$ cat src/verilog/fwsr_defines.svh
`ifndef FWSR_DEFINES_SVH
`define FWSR_DEFINES_SVH

// Register offsets, byte addresses on the APB side
`define FWSR_OFF_CTRL 12'h000
`define FWSR_OFF_ADDR 12'h004
`define FWSR_OFF_DATA 12'h008
`define FWSR_OFF_STATUS 12'h00c
`define FWSR_OFF_RDATA 12'h010
`define FWSR_OFF_SUSP 12'h014

// Control register fields
`define FWSR_CTRL_CMD_MSB 2
`define FWSR_CTRL_GO 3
`define FWSR_CTRL_AUTO 4
`define FWSR_CTRL_SKIP 5
`define FWSR_CTRL_TOGGLE 6
`define FWSR_CTRL_BUF 7

// Status register fields
`define FWSR_ST_BUSY 0
`define FWSR_ST_DONE 1
`define FWSR_ST_TIMEOUT 2
`define FWSR_ST_ABORT 3
`define FWSR_ST_REJECT 4
`define FWSR_ST_STARTED 5
`define FWSR_ST_REFUSED 6
`define FWSR_ST_RDYBSY 7
`define FWSR_ST_RECOVERED 8

// Suspended-sector register fields
`define FWSR_SUSP_VALID 8

// Command codes in the control register
`define FWSR_CMD_WRITE 3'h0
`define FWSR_CMD_READ 3'h1
`define FWSR_CMD_POLL 3'h2
`define FWSR_CMD_RESET 3'h3
`define FWSR_CMD_ABORT 3'h4
`define FWSR_CMD_ERASE 3'h5

// Status bit positions on the flash data bus
`define FWSR_DQ_POLLING 7
`define FWSR_DQ_TOGGLE1 6
`define FWSR_DQ_TIMEOUT 5
`define FWSR_DQ_TIMER 3
`define FWSR_DQ_TOGGLE2 2
`define FWSR_DQ_ABORT 1

// Flash command words and unlock addresses
`define FWSR_UNLOCK1_ADDR 12'h555
`define FWSR_UNLOCK2_ADDR 12'h2aa
`define FWSR_UNLOCK1_DATA 8'haa
`define FWSR_UNLOCK2_DATA 8'h55
`define FWSR_RESET_DATA 8'hf0
`define FWSR_SECTOR_ERASE_DATA 8'h30

// Sector field of the word address
`define FWSR_SECTOR_LSB 15

// Timing, figures in ns and derived cycle counts at the core clock rate
`define FWSR_CLK_MHZ 20
`define FWSR_T_ACC_NS 90
`define FWSR_T_WP_NS 35
`define FWSR_T_REC_NS 30
`define FWSR_ACC_CYC ((`FWSR_T_ACC_NS * `FWSR_CLK_MHZ + 999) / 1000)
`define FWSR_WP_CYC ((`FWSR_T_WP_NS * `FWSR_CLK_MHZ + 999) / 1000)
`define FWSR_REC_CYC ((`FWSR_T_REC_NS * `FWSR_CLK_MHZ + 999) / 1000)

`endif

$ cat src/verilog/fwsr_pkg.sv
package fwsr_pkg;

  // Sequencer states of the controller
  typedef enum logic [1:0] {SEQ_IDLE, SEQ_LAUNCH, SEQ_WAIT, SEQ_EVAL} fwsr_seq_state_t;

  // States of a single flash bus cycle
  typedef enum logic [1:0] {CYC_IDLE, CYC_STROBE, CYC_RECOVER} fwsr_cyc_state_t;

endpackage : fwsr_pkg

$ cat src/verilog/fwsr_cyc_if.sv
`timescale 1ns/1ns
`default_nettype none

// One flash bus cycle: request from the sequencer, answer from the engine
interface fwsr_cyc_if #(
  parameter int AW = 23,
  parameter int DW = 16
);
  logic req; // One-cycle start pulse
  logic we; // High for a write cycle
  logic [AW-1:0] addr; // Word address
  logic [DW-1:0] wdata; // Data to write
  logic done; // One-cycle end pulse
  logic [DW-1:0] rdata; // Data sampled on a read

  modport seq (output req, output we, output addr, output wdata, input done, input rdata);
  modport eng (input req, input we, input addr, input wdata, output done, output rdata);
endinterface : fwsr_cyc_if

`default_nettype wire

$ cat src/verilog/fwsr_bus_cycle.sv
`timescale 1ns/1ns
`default_nettype none
`include "fwsr_defines.svh"

// Drives one asynchronous read or write cycle on the flash pins
module fwsr_bus_cycle #(
  parameter int AW = 23,
  parameter int DW = 16
) (
  input wire logic core_clk_in,
  input wire logic nrst_in,
  fwsr_cyc_if.eng cyc,
  input wire logic [DW-1:0] flash_dq_in,
  output logic [AW-1:0] flash_addr_out,
  output logic [DW-1:0] flash_dq_out,
  output logic flash_dq_oe_out,
  output logic flash_ce_n_out,
  output logic flash_oe_n_out,
  output logic flash_we_n_out
);

  fwsr_pkg::fwsr_cyc_state_t state; // Cycle phase
  logic [3:0] cnt; // Cycles left in the phase
  logic is_write; // Kind of the cycle under way

  // Cycle engine; every pin comes from a flop so no glitch reaches the flash
  always_ff @(posedge core_clk_in) begin
    if (!nrst_in) begin
      state <= fwsr_pkg::CYC_IDLE;
      cnt <= 4'h0;
      is_write <= 1'b0;
      flash_addr_out <= '0;
      flash_dq_out <= '0;
      flash_dq_oe_out <= 1'b0;
      flash_ce_n_out <= 1'b1;
      flash_oe_n_out <= 1'b1;
      flash_we_n_out <= 1'b1;
      cyc.done <= 1'b0;
      cyc.rdata <= '0;
    end else begin
      cyc.done <= 1'b0;
      case (state)
        fwsr_pkg::CYC_IDLE: begin
          // Address, chip select and strobe go out together
          if (cyc.req) begin
            is_write <= cyc.we;
            flash_addr_out <= cyc.addr;
            flash_ce_n_out <= 1'b0;
            state <= fwsr_pkg::CYC_STROBE;
            if (cyc.we) begin
              flash_dq_out <= cyc.wdata;
              flash_dq_oe_out <= 1'b1;
              flash_we_n_out <= 1'b0;
              cnt <= 4'(`FWSR_WP_CYC - 1);
            end else begin
              flash_oe_n_out <= 1'b0;
              cnt <= 4'(`FWSR_ACC_CYC - 1);
            end
          end
        end
        fwsr_pkg::CYC_STROBE: begin
          // Hold the strobe for the whole access or pulse time
          if (cnt == 4'h0) begin
            if (!is_write) begin
              cyc.rdata <= flash_dq_in;
            end
            flash_oe_n_out <= 1'b1;
            flash_we_n_out <= 1'b1;
            flash_ce_n_out <= 1'b1;
            cnt <= 4'(`FWSR_REC_CYC - 1);
            state <= fwsr_pkg::CYC_RECOVER;
          end else begin
            cnt <= cnt - 4'h1;
          end
        end
        fwsr_pkg::CYC_RECOVER: begin
          // Write data stays driven past the strobe edge for hold time
          if (cnt == 4'h0) begin
            flash_dq_oe_out <= 1'b0;
            cyc.done <= 1'b1;
            state <= fwsr_pkg::CYC_IDLE;
          end else begin
            cnt <= cnt - 4'h1;
          end
        end
        default: begin
          state <= fwsr_pkg::CYC_IDLE;
        end
      endcase
    end
  end

endmodule : fwsr_bus_cycle

`default_nettype wire

$ cat src/verilog/fwsr_host.sv
// The placing of the registers and the APB slave port were left to the implementer.
`timescale 1ns/1ns
`default_nettype none
`include "fwsr_defines.svh"

// Summary of operation
// [RULE1] Timeout flag high means operation failed
// [RULE2] Programming one over zero ends in timeout
// [RULE3] After timeout send reset to recover
// [RULE4] Erase timer check only for sector erase
// [RULE5] Each extra sector command restarts window
// [RULE6] Timer bit zero while window open
// [RULE7] Fast hosts may skip timer bit checks
// [RULE8] Timer bit one: erase started, commands ignored
// [RULE9] Timer bit zero: extra sectors still accepted
// [RULE10] Check timer bit before and after command
// [RULE11] Abort bit set needs abort reset sequence; the abort bit is not checked when polling by toggle bit
// [RULE12] Poll at a valid, erasing sector address
// [RULE13] Buffered write polls last loaded address
// [RULE14] Never read the program-suspended sector
// [RULE15] Program busy shows complement of data
// [RULE16] Erase shows polling zero, both toggling
// [RULE17] Polling bit one once erase finishes
// [RULE18] First toggle bit flips each busy read
module fwsr_host #(
  parameter int AW = 23,
  parameter int DW = 16
) (
  input wire logic core_clk_in,
  input wire logic nrst_in,
  input wire logic psel_in,
  input wire logic penable_in,
  input wire logic pwrite_in,
  input wire logic [11:0] paddr_in,
  input wire logic [31:0] pwdata_in,
  output logic [31:0] prdata_out,
  output logic pready_out,
  output logic pslverr_out,
  input wire logic [DW-1:0] flash_dq_in,
  input wire logic ready_busy_n_in,
  output logic [AW-1:0] flash_addr_out,
  output logic [DW-1:0] flash_dq_out,
  output logic flash_dq_oe_out,
  output logic flash_ce_n_out,
  output logic flash_oe_n_out,
  output logic flash_we_n_out
);

  localparam int SW = AW - `FWSR_SECTOR_LSB; // Sector number width

  fwsr_cyc_if #(.AW(AW), .DW(DW)) cyc ();

  fwsr_pkg::fwsr_seq_state_t state; // Sequencer state
  logic [2:0] cur_cmd; // Command under way
  logic [1:0] step; // Position inside a multi-cycle command
  logic recheck; // Timeout flag seen once, one more look due
  logic have_prev; // A toggle reference has been taken
  logic prev_toggle; // First toggle bit of the previous read
  logic ctrl_auto; // Recover by itself after a fault
  logic ctrl_skip; // Host spaces sector commands tightly
  logic ctrl_toggle; // Poll by toggle bit instead of polling bit
  logic ctrl_buf; // Poll belongs to a buffered write
  logic [AW-1:0] addr_reg; // Target or poll address
  logic [DW-1:0] data_reg; // Write data, or expected data for polling
  logic [DW-1:0] rdata_reg; // Last status or array word read
  logic [SW-1:0] susp_sector; // Sector held in program suspend
  logic susp_valid; // A program suspend is in force
  logic st_done; // Last command finished
  logic st_timeout; // Operation failed on time limit
  logic st_abort; // Buffered write aborted
  logic st_reject; // Extra sector command may be lost
  logic st_started; // Embedded erase has begun
  logic st_refused; // Command refused on suspended sector
  logic st_recovered; // Reset sequence was sent
  logic next_we; // Kind of the next flash cycle
  logic [AW-1:0] next_caddr; // Address of the next flash cycle
  logic [DW-1:0] next_cdata; // Data of the next flash cycle

  wire logic apb_access = psel_in & penable_in; // Access phase
  wire logic apb_commit = apb_access & pready_out; // Edge that completes it
  wire logic idle = (state == fwsr_pkg::SEQ_IDLE);
  wire logic ctrl_wr = apb_commit & pwrite_in & (paddr_in == `FWSR_OFF_CTRL) & idle;
  wire logic go = ctrl_wr & pwdata_in[`FWSR_CTRL_GO];
  wire logic [2:0] go_cmd = pwdata_in[`FWSR_CTRL_CMD_MSB:0];
  wire logic [DW-1:0] rd = cyc.rdata; // Word of the finished read
  wire logic sect_hit = (addr_reg[AW-1:`FWSR_SECTOR_LSB] == susp_sector);
  wire logic go_refused = susp_valid & sect_hit &
      ((go_cmd == `FWSR_CMD_READ) | (go_cmd == `FWSR_CMD_POLL) | (go_cmd == `FWSR_CMD_ERASE));
  wire logic poll_match = ctrl_toggle ? (rd[`FWSR_DQ_TOGGLE1] == prev_toggle) :
      (rd[`FWSR_DQ_POLLING] == data_reg[`FWSR_DQ_POLLING]);

  // Offset decode, used by the error answer and by the write path
  function automatic logic addr_hit(input logic [11:0] a);
    addr_hit = (a == `FWSR_OFF_CTRL) | (a == `FWSR_OFF_ADDR) | (a == `FWSR_OFF_DATA) |
        (a == `FWSR_OFF_STATUS) | (a == `FWSR_OFF_RDATA) | (a == `FWSR_OFF_SUSP);
  endfunction : addr_hit

  // Read data of each register; unmapped offsets read zero
  function automatic logic [31:0] read_mux(input logic [11:0] a);
    logic [31:0] v;
    v = 32'h0;
    case (a)
      `FWSR_OFF_CTRL: v = {24'h0, ctrl_buf, ctrl_toggle, ctrl_skip, ctrl_auto, 1'b0, cur_cmd};
      `FWSR_OFF_ADDR: v = 32'(addr_reg);
      `FWSR_OFF_DATA: v = 32'(data_reg);
      `FWSR_OFF_RDATA: v = 32'(rdata_reg);
      `FWSR_OFF_SUSP: begin
        v = 32'(susp_sector);
        v[`FWSR_SUSP_VALID] = susp_valid;
      end
      `FWSR_OFF_STATUS: begin
        v[`FWSR_ST_BUSY] = ~idle;
        v[`FWSR_ST_DONE] = st_done;
        v[`FWSR_ST_TIMEOUT] = st_timeout;
        v[`FWSR_ST_ABORT] = st_abort;
        v[`FWSR_ST_REJECT] = st_reject;
        v[`FWSR_ST_STARTED] = st_started;
        v[`FWSR_ST_REFUSED] = st_refused;
        v[`FWSR_ST_RDYBSY] = ready_busy_n_in;
        v[`FWSR_ST_RECOVERED] = st_recovered;
      end
      default: v = 32'h0;
    endcase
    read_mux = v;
  endfunction : read_mux

  // APB answer: one wait state, then ready with data and error flag
  always_ff @(posedge core_clk_in) begin
    if (!nrst_in) begin
      pready_out <= 1'b0;
      prdata_out <= 32'h0;
      pslverr_out <= 1'b0;
    end else begin
      pready_out <= apb_access & ~pready_out;
      if (apb_access & ~pready_out) begin
        prdata_out <= pwrite_in ? 32'h0 : read_mux(paddr_in);
        pslverr_out <= ~addr_hit(paddr_in);
      end else begin
        prdata_out <= 32'h0;
        pslverr_out <= 1'b0;
      end
    end
  end

  // Software settings; ignored while a command runs so it sees one setup
  always_ff @(posedge core_clk_in) begin
    if (!nrst_in) begin
      ctrl_auto <= 1'b0;
      ctrl_skip <= 1'b0;
      ctrl_toggle <= 1'b0;
      ctrl_buf <= 1'b0;
      addr_reg <= '0;
      data_reg <= '0;
      susp_sector <= '0;
      susp_valid <= 1'b0;
    end else if (apb_commit & pwrite_in & idle & addr_hit(paddr_in)) begin
      case (paddr_in)
        `FWSR_OFF_CTRL: begin
          ctrl_auto <= pwdata_in[`FWSR_CTRL_AUTO];
          ctrl_skip <= pwdata_in[`FWSR_CTRL_SKIP]; // RULE7
          ctrl_toggle <= pwdata_in[`FWSR_CTRL_TOGGLE];
          ctrl_buf <= pwdata_in[`FWSR_CTRL_BUF];
        end
        `FWSR_OFF_ADDR: addr_reg <= pwdata_in[AW-1:0]; // RULE12 RULE13
        `FWSR_OFF_DATA: data_reg <= pwdata_in[DW-1:0];
        `FWSR_OFF_SUSP: begin
          susp_sector <= pwdata_in[SW-1:0];
          susp_valid <= pwdata_in[`FWSR_SUSP_VALID];
        end
        default: begin
          susp_valid <= susp_valid;
        end
      endcase
    end
  end

  // Shape of the next flash cycle for the command and step under way
  always_comb begin
    next_we = 1'b0;
    next_caddr = addr_reg;
    next_cdata = data_reg;
    case (cur_cmd)
      `FWSR_CMD_WRITE: next_we = 1'b1;
      `FWSR_CMD_RESET: begin
        next_we = 1'b1; // RULE3
        next_caddr = AW'(`FWSR_UNLOCK1_ADDR);
        next_cdata = DW'(`FWSR_RESET_DATA);
      end
      `FWSR_CMD_ABORT: begin
        next_we = 1'b1; // RULE11
        next_caddr = (step == 2'h1) ? AW'(`FWSR_UNLOCK2_ADDR) : AW'(`FWSR_UNLOCK1_ADDR);
        case (step)
          2'h0: next_cdata = DW'(`FWSR_UNLOCK1_DATA);
          2'h1: next_cdata = DW'(`FWSR_UNLOCK2_DATA);
          default: next_cdata = DW'(`FWSR_RESET_DATA);
        endcase
      end
      `FWSR_CMD_ERASE: begin
        // Extra sector command is the bare confirm word inside the window
        next_we = (step == 2'h1); // RULE5 RULE9
        next_cdata = DW'(`FWSR_SECTOR_ERASE_DATA);
      end
      default: next_we = 1'b0;
    endcase
  end

  // Command sequencer and the sticky result flags; flags clear only at go,
  // which is taken while idle, so no set can meet a clear
  always_ff @(posedge core_clk_in) begin
    if (!nrst_in) begin
      state <= fwsr_pkg::SEQ_IDLE;
      cur_cmd <= `FWSR_CMD_WRITE;
      step <= 2'h0;
      recheck <= 1'b0;
      have_prev <= 1'b0;
      prev_toggle <= 1'b0;
      rdata_reg <= '0;
      st_done <= 1'b0;
      st_timeout <= 1'b0;
      st_abort <= 1'b0;
      st_reject <= 1'b0;
      st_started <= 1'b0;
      st_refused <= 1'b0;
      st_recovered <= 1'b0;
      cyc.req <= 1'b0;
      cyc.we <= 1'b0;
      cyc.addr <= '0;
      cyc.wdata <= '0;
    end else begin
      cyc.req <= 1'b0;
      case (state)
        fwsr_pkg::SEQ_IDLE: begin
          if (ctrl_wr) begin
            cur_cmd <= go_cmd;
          end
          if (go) begin
            st_done <= go_refused; // RULE14
            st_refused <= go_refused; // RULE14
            st_timeout <= 1'b0;
            st_abort <= 1'b0;
            st_reject <= 1'b0;
            st_started <= 1'b0;
            st_recovered <= 1'b0;
            recheck <= 1'b0;
            have_prev <= 1'b0;
            // Tight spacing skips the check before the extra sector command
            step <= ((go_cmd == `FWSR_CMD_ERASE) & pwdata_in[`FWSR_CTRL_SKIP]) ? 2'h1 : 2'h0;
            if (!go_refused) begin
              state <= fwsr_pkg::SEQ_LAUNCH;
            end
          end
        end
        fwsr_pkg::SEQ_LAUNCH: begin
          cyc.req <= 1'b1;
          cyc.we <= next_we;
          cyc.addr <= next_caddr;
          cyc.wdata <= next_cdata;
          state <= fwsr_pkg::SEQ_WAIT;
        end
        fwsr_pkg::SEQ_WAIT: begin
          if (cyc.done) begin
            state <= fwsr_pkg::SEQ_EVAL;
          end
        end
        fwsr_pkg::SEQ_EVAL: begin
          state <= fwsr_pkg::SEQ_IDLE;
          case (cur_cmd)
            `FWSR_CMD_READ: begin
              rdata_reg <= rd;
              st_done <= 1'b1;
            end
            `FWSR_CMD_RESET: begin
              st_recovered <= 1'b1; // RULE3
              st_done <= 1'b1;
            end
            `FWSR_CMD_ABORT: begin
              if (step == 2'h2) begin
                st_recovered <= 1'b1; // RULE11
                st_done <= 1'b1;
              end else begin
                step <= step + 2'h1;
                state <= fwsr_pkg::SEQ_LAUNCH;
              end
            end
            `FWSR_CMD_ERASE: begin
              if (step != 2'h1) begin
                rdata_reg <= rd;
              end
              if ((step != 2'h1) & rd[`FWSR_DQ_TIMER]) begin
                // Window closed: erase runs and the command is not sent or lost
                st_started <= 1'b1; // RULE6 RULE8
                st_reject <= 1'b1; // RULE10
                st_done <= 1'b1;
              end else if ((step == 2'h2) | ((step == 2'h1) & ctrl_skip)) begin
                st_done <= 1'b1; // RULE7
              end else begin
                step <= step + 2'h1; // RULE4 RULE10
                state <= fwsr_pkg::SEQ_LAUNCH;
              end
            end
            `FWSR_CMD_POLL: begin
              rdata_reg <= rd;
              prev_toggle <= rd[`FWSR_DQ_TOGGLE1];
              have_prev <= 1'b1;
              if (ctrl_toggle & !have_prev) begin
                state <= fwsr_pkg::SEQ_LAUNCH; // RULE18
              end else if (poll_match) begin
                // Data matches, or toggling stopped: the operation is over
                st_done <= 1'b1; // RULE15 RULE16 RULE17 RULE18
              end else if (recheck | (ctrl_buf & !ctrl_toggle & rd[`FWSR_DQ_ABORT])) begin
                st_timeout <= recheck; // RULE1 RULE2
                st_abort <= ~recheck; // RULE11
                if (ctrl_auto) begin
                  cur_cmd <= recheck ? `FWSR_CMD_RESET : `FWSR_CMD_ABORT; // RULE3 RULE11
                  step <= 2'h0;
                  state <= fwsr_pkg::SEQ_LAUNCH;
                end else begin
                  st_done <= 1'b1;
                end
              end else begin
                // Status may settle as the timeout flag rises, so look once more
                recheck <= rd[`FWSR_DQ_TIMEOUT]; // RULE1
                state <= fwsr_pkg::SEQ_LAUNCH;
              end
            end
            default: begin
              st_done <= 1'b1;
            end
          endcase
        end
        default: begin
          state <= fwsr_pkg::SEQ_IDLE;
        end
      endcase
    end
  end

  // Pin engine; the sequencer waits on its done pulse, never on a count
  fwsr_bus_cycle #(.AW(AW), .DW(DW)) u_cycle (
    .core_clk_in(core_clk_in),
    .nrst_in(nrst_in),
    .cyc(cyc.eng),
    .flash_dq_in(flash_dq_in),
    .flash_addr_out(flash_addr_out),
    .flash_dq_out(flash_dq_out),
    .flash_dq_oe_out(flash_dq_oe_out),
    .flash_ce_n_out(flash_ce_n_out),
    .flash_oe_n_out(flash_oe_n_out),
    .flash_we_n_out(flash_we_n_out)
  );

endmodule : fwsr_host

`default_nettype wire

$ cat config.mk
export PLATFORM = sky130hd
export DESIGN_NAME = fwsr_host
export DESIGN_NICKNAME = d
export VERILOG_FILES = /design/src/verilog/fwsr_pkg.sv /design/src/verilog/fwsr_cyc_if.sv /design/src/verilog/fwsr_bus_cycle.sv /design/src/verilog/fwsr_host.sv
export VERILOG_INCLUDE_DIRS = /design/src /design/src/verilog
export SDC_FILE = /design/constraint.sdc
export NUM_CORES = 1
export LEC_CHECK = 0
export ABC_AREA = 1
export BUFFER_PORTS_ARGS = -buffer_cell sky130_fd_sc_hd__buf_2
export CAP_MARGIN = 30
export CORE_MARGIN = 3
export CORE_UTILIZATION = 45
export DETAILED_ROUTE_END_ITERATION = 16
export HOLD_SLACK_MARGIN = 0.05
export PLACE_DENSITY = 0.69
export SLEW_MARGIN = 20
export SYNTH_ARGS = -nofsm -noshare
export SYNTH_HDL_FRONTEND = slang
export SYNTH_SLANG_ARGS = --single-unit
export TNS_END_PERCENT = 30
$ cat constraint.sdc
create_clock -name core_clk_in -period 2.34 [get_ports core_clk_in]
set_input_delay 0.351 -clock core_clk_in [delete_from_list [all_inputs] [get_ports core_clk_in]]
set_output_delay 0.351 -clock core_clk_in [all_outputs]
set_load 0.01 [all_outputs]
==> impl_metrics.py <==
metrics = {
    "final_layout": {
        "finish.utilization": 0.549,
        "stdcell_area_mm2": 0.0109,
        "drive_gt1_frac": 0.161,
        "fin_nets": 1465,
        "fillers": 1891,
        "final_cell_mix": "nor2_1 (230), dfxtp_1 (217), nand2_1 (203)",
        "mostFrequentLayoutCell": "nor2_1",
        "ff_latch_area_mm2": 0.00434,
        "multiInputGateArea_mm2": 0.00394,
        "synthToLayoutAreaGrowth_pct": 18.1,
    },
    "cts": {
        "cts_root_buffer": "clkbuf_16",
        "cts.sinks": 217,
        "clkTransAtPathRegs_ps": 60,
        "insertion_delay_ps": 520,
        "postCtsSetupBuffers": 0,
        "cts_buffers": 23,
        "clockBufferDepth": 3,
        "cts_tree": "built",
        "h-tree-depth": 1,
    },
    "drt": {
        "routed_wl_mm": 24.4,
        "ant_nets": 0,
        "met1_length_mm": 11.4,
        "dr_wl_met3_mm": 1.32,
        "drtIter0Drc": 645,
        "routed_via_density": 4.97,
        "wl_met2_mm": 11.0,
        "top_layer_used": "met5",
        "dr_total_vias": 8276,
        "dr.pass1.iters": 6,
        "wire_per_inst_um": 14.7,
        "drc_errors": 0,
    },
    "sta": {
        "worst_pin_slew_ps": 653,
        "maxSlewHeadroom": 0.565,
        "skew_ps": 17.1,
        "fmax_ghz": 0.503,
        "worst_slack_ps": 351,
        "rsz0062_at_grt": "false",
        "setup_tns_ps": 0,
        "hold_violations": 0,
        "drv_slew": 0,
        "period_needed_ps": 1990,
        "period_share": 0.850,
        "setup_violations": 0,
    },
    "placed_design": {
        "gp_congestion": 0.931,
        "dpl_worst_slack_ps": 188,
        "post_dp_cell_area_mm2": 0.0101,
        "numPortBuffers": 124,
        "place_hpwl_mm": 17.6,
    },
    "logic_synthesis": {
        "yosys_warnings": 0,
        "synthArstFlopShare": 0,
        "ys_seq_elements": 217,
        "syn_inst": 1258,
        "syn_area_mm2": 0.00920,
        "avgSynthCellArea_um2": 7.31,
        "seq_area_frac_synth": 0.472,
        "synthFlopType": "dfxtp_1",
        "synth.distinct_cells": 44,
        "synth-edff-count": 0,
    },
    "power": {
        "powerDensity_mw_per_mm2": 739,
        "power.leakage_nw": 4.99,
        "vdd_drop_max_mv": 0.527,
    },
    "critical_path": {
        "crit_slowest_cell": "dfxtp_1",
        "path_common_cell": "nor2_1",
        "cp-start-kind": "flip-flop",
        "cp-end-kind": "flip-flop",
        "cp_num_cells": 9,
        "cpPeakStageDelay_ps": 400,
        "path_class": "reg -> reg",
        "crit_required_ps": 2740,
        "path_max_fanout": 9,
        "crit_chain": "ha_1, inv_1, or2_2, nand2_1, o21ai_1, nor2_1, inv_2, nor2_1, nor2_1",
        "cp_top_family": "simple AND/OR/NAND/NOR gates",
        "critical_path_buf_inv_count": 2,
        "ff2ff_path_depth": 9,
        "critical_path_arrival_ps": 2380,
    },
    "floorplan": {
        "die_h_um": 149,
        "core_mm2": 0.0198,
        "die_w_um": 149,
        "dieArea_mm2": 0.0222,
        "rows": 51,
        "start_util": 0.465,
        "io_pins": 143,
    },
    "global_route": {
        "grt-ovfl-total": 0,
        "grt_pass1_wl_mm": 39.6,
        "grt_max_degree": 162,
        "antenna_found_initial": 1,
        "grtUsageTotal": 0.220,
        "grt_pass1_vias": 7762,
    },
    "status": {
        "status": "complete, no violations",
    },
    "flow_run": {
        "cap_viol_max_count": 0,
    },
    "worst_hold_path": {
        "holdPathStages": 3,
        "hold_class": "in -> reg",
    },
}
## stage by stage
stage	power, mW	instances	hold WS, ps
6_report	8.02	1665	64.4
5_1_grt	8.38	1664	65.3
4_1_cts	8.11	1664	52.5
3_5_place_dp	4.68	1622	442
3_3_place_gp	4.66	1622	439
2_1_floorplan	4.44	1266	424
## cells by family (layout without fill, tap and decap cells)
family          count (synthesis)  after routing  synth area share
compound gates                280            280             0.163
xor+xnor                        4              4           0.00381
fa+ha+maj                      15             15            0.0204
buf+inv                       232            365             0.102
flops                         217            217             0.472
other cells                     1             10          0.000408
simple gates                  509            509             0.238
## routing by layer
layer,global-route usage,vias up
met5,0,-
met4,0.0609,2
met3,0.0316,45
met2,0.358,238
met1,0.307,3749
li1,-,4242
## final cells by class
type	count	share of cell area
Tap cell	265	0.0305
Sequential cell	217	0.400
Inverter	166	0.0577
Timing Repair Buffer	159	0.0832
Clock inverter	4	0.00323
Multi-Input combinational cell	817	0.363
Clock buffer	36	0.0621
Antenna cell	1	0.000230
## cells in the mapped netlist, types with 6 or more instances
library cell	count	share of area
nand3_1	27	0.015
a221oi_1	6	0.0057
buf_2	12	0.0065
ha_1	15	0.020
a21oi_1	97	0.053
o21ai_0	122	0.066
dfxtp_1	217	0.47
o21ai_1	11	0.0060
inv_2	8	0.0033
a211oi_1	6	0.0049
nand2_1	203	0.083
clkbuf_1	41	0.017
buf_4	9	0.0073
inv_1	152	0.062
o22ai_1	31	0.021
nor2_1	230	0.094
nor3_1	16	0.0087
## final timing paths
kind	from	end	slack (ps)
max	state[0]	cur_cmd[0]	350
min	flash_dq_in[4]	u_cycle.cyc.rdata[4]	60
max reg2reg	state[0]	cur_cmd[0]	350
min reg2reg	rdata_reg[15]	rdata_reg[15]	450
## worst reg2reg max path: stages (launching register included)
cell,delay [ps]
dfxtp_1,400
ha_1,340
inv_1,200
or2_2,330
nand2_1,80
o21ai_1,60
nor2_1,250
inv_2,70
nor2_1,100
nor2_1,50
## power breakdown
group	switching [mW]	total, mW	internal, mW
Sequential	0.0780	3.91	3.83
Combinational	0.457	0.693	0.236
Clock	1.44	3.42	1.98
## repair_timing
item / in CTS / in global routing
endpoints found under the hold margin: 2 / 0
hold buffers: 2 / 0
resized for setup: 0 / 0
(Power assumes the default switching activity.)
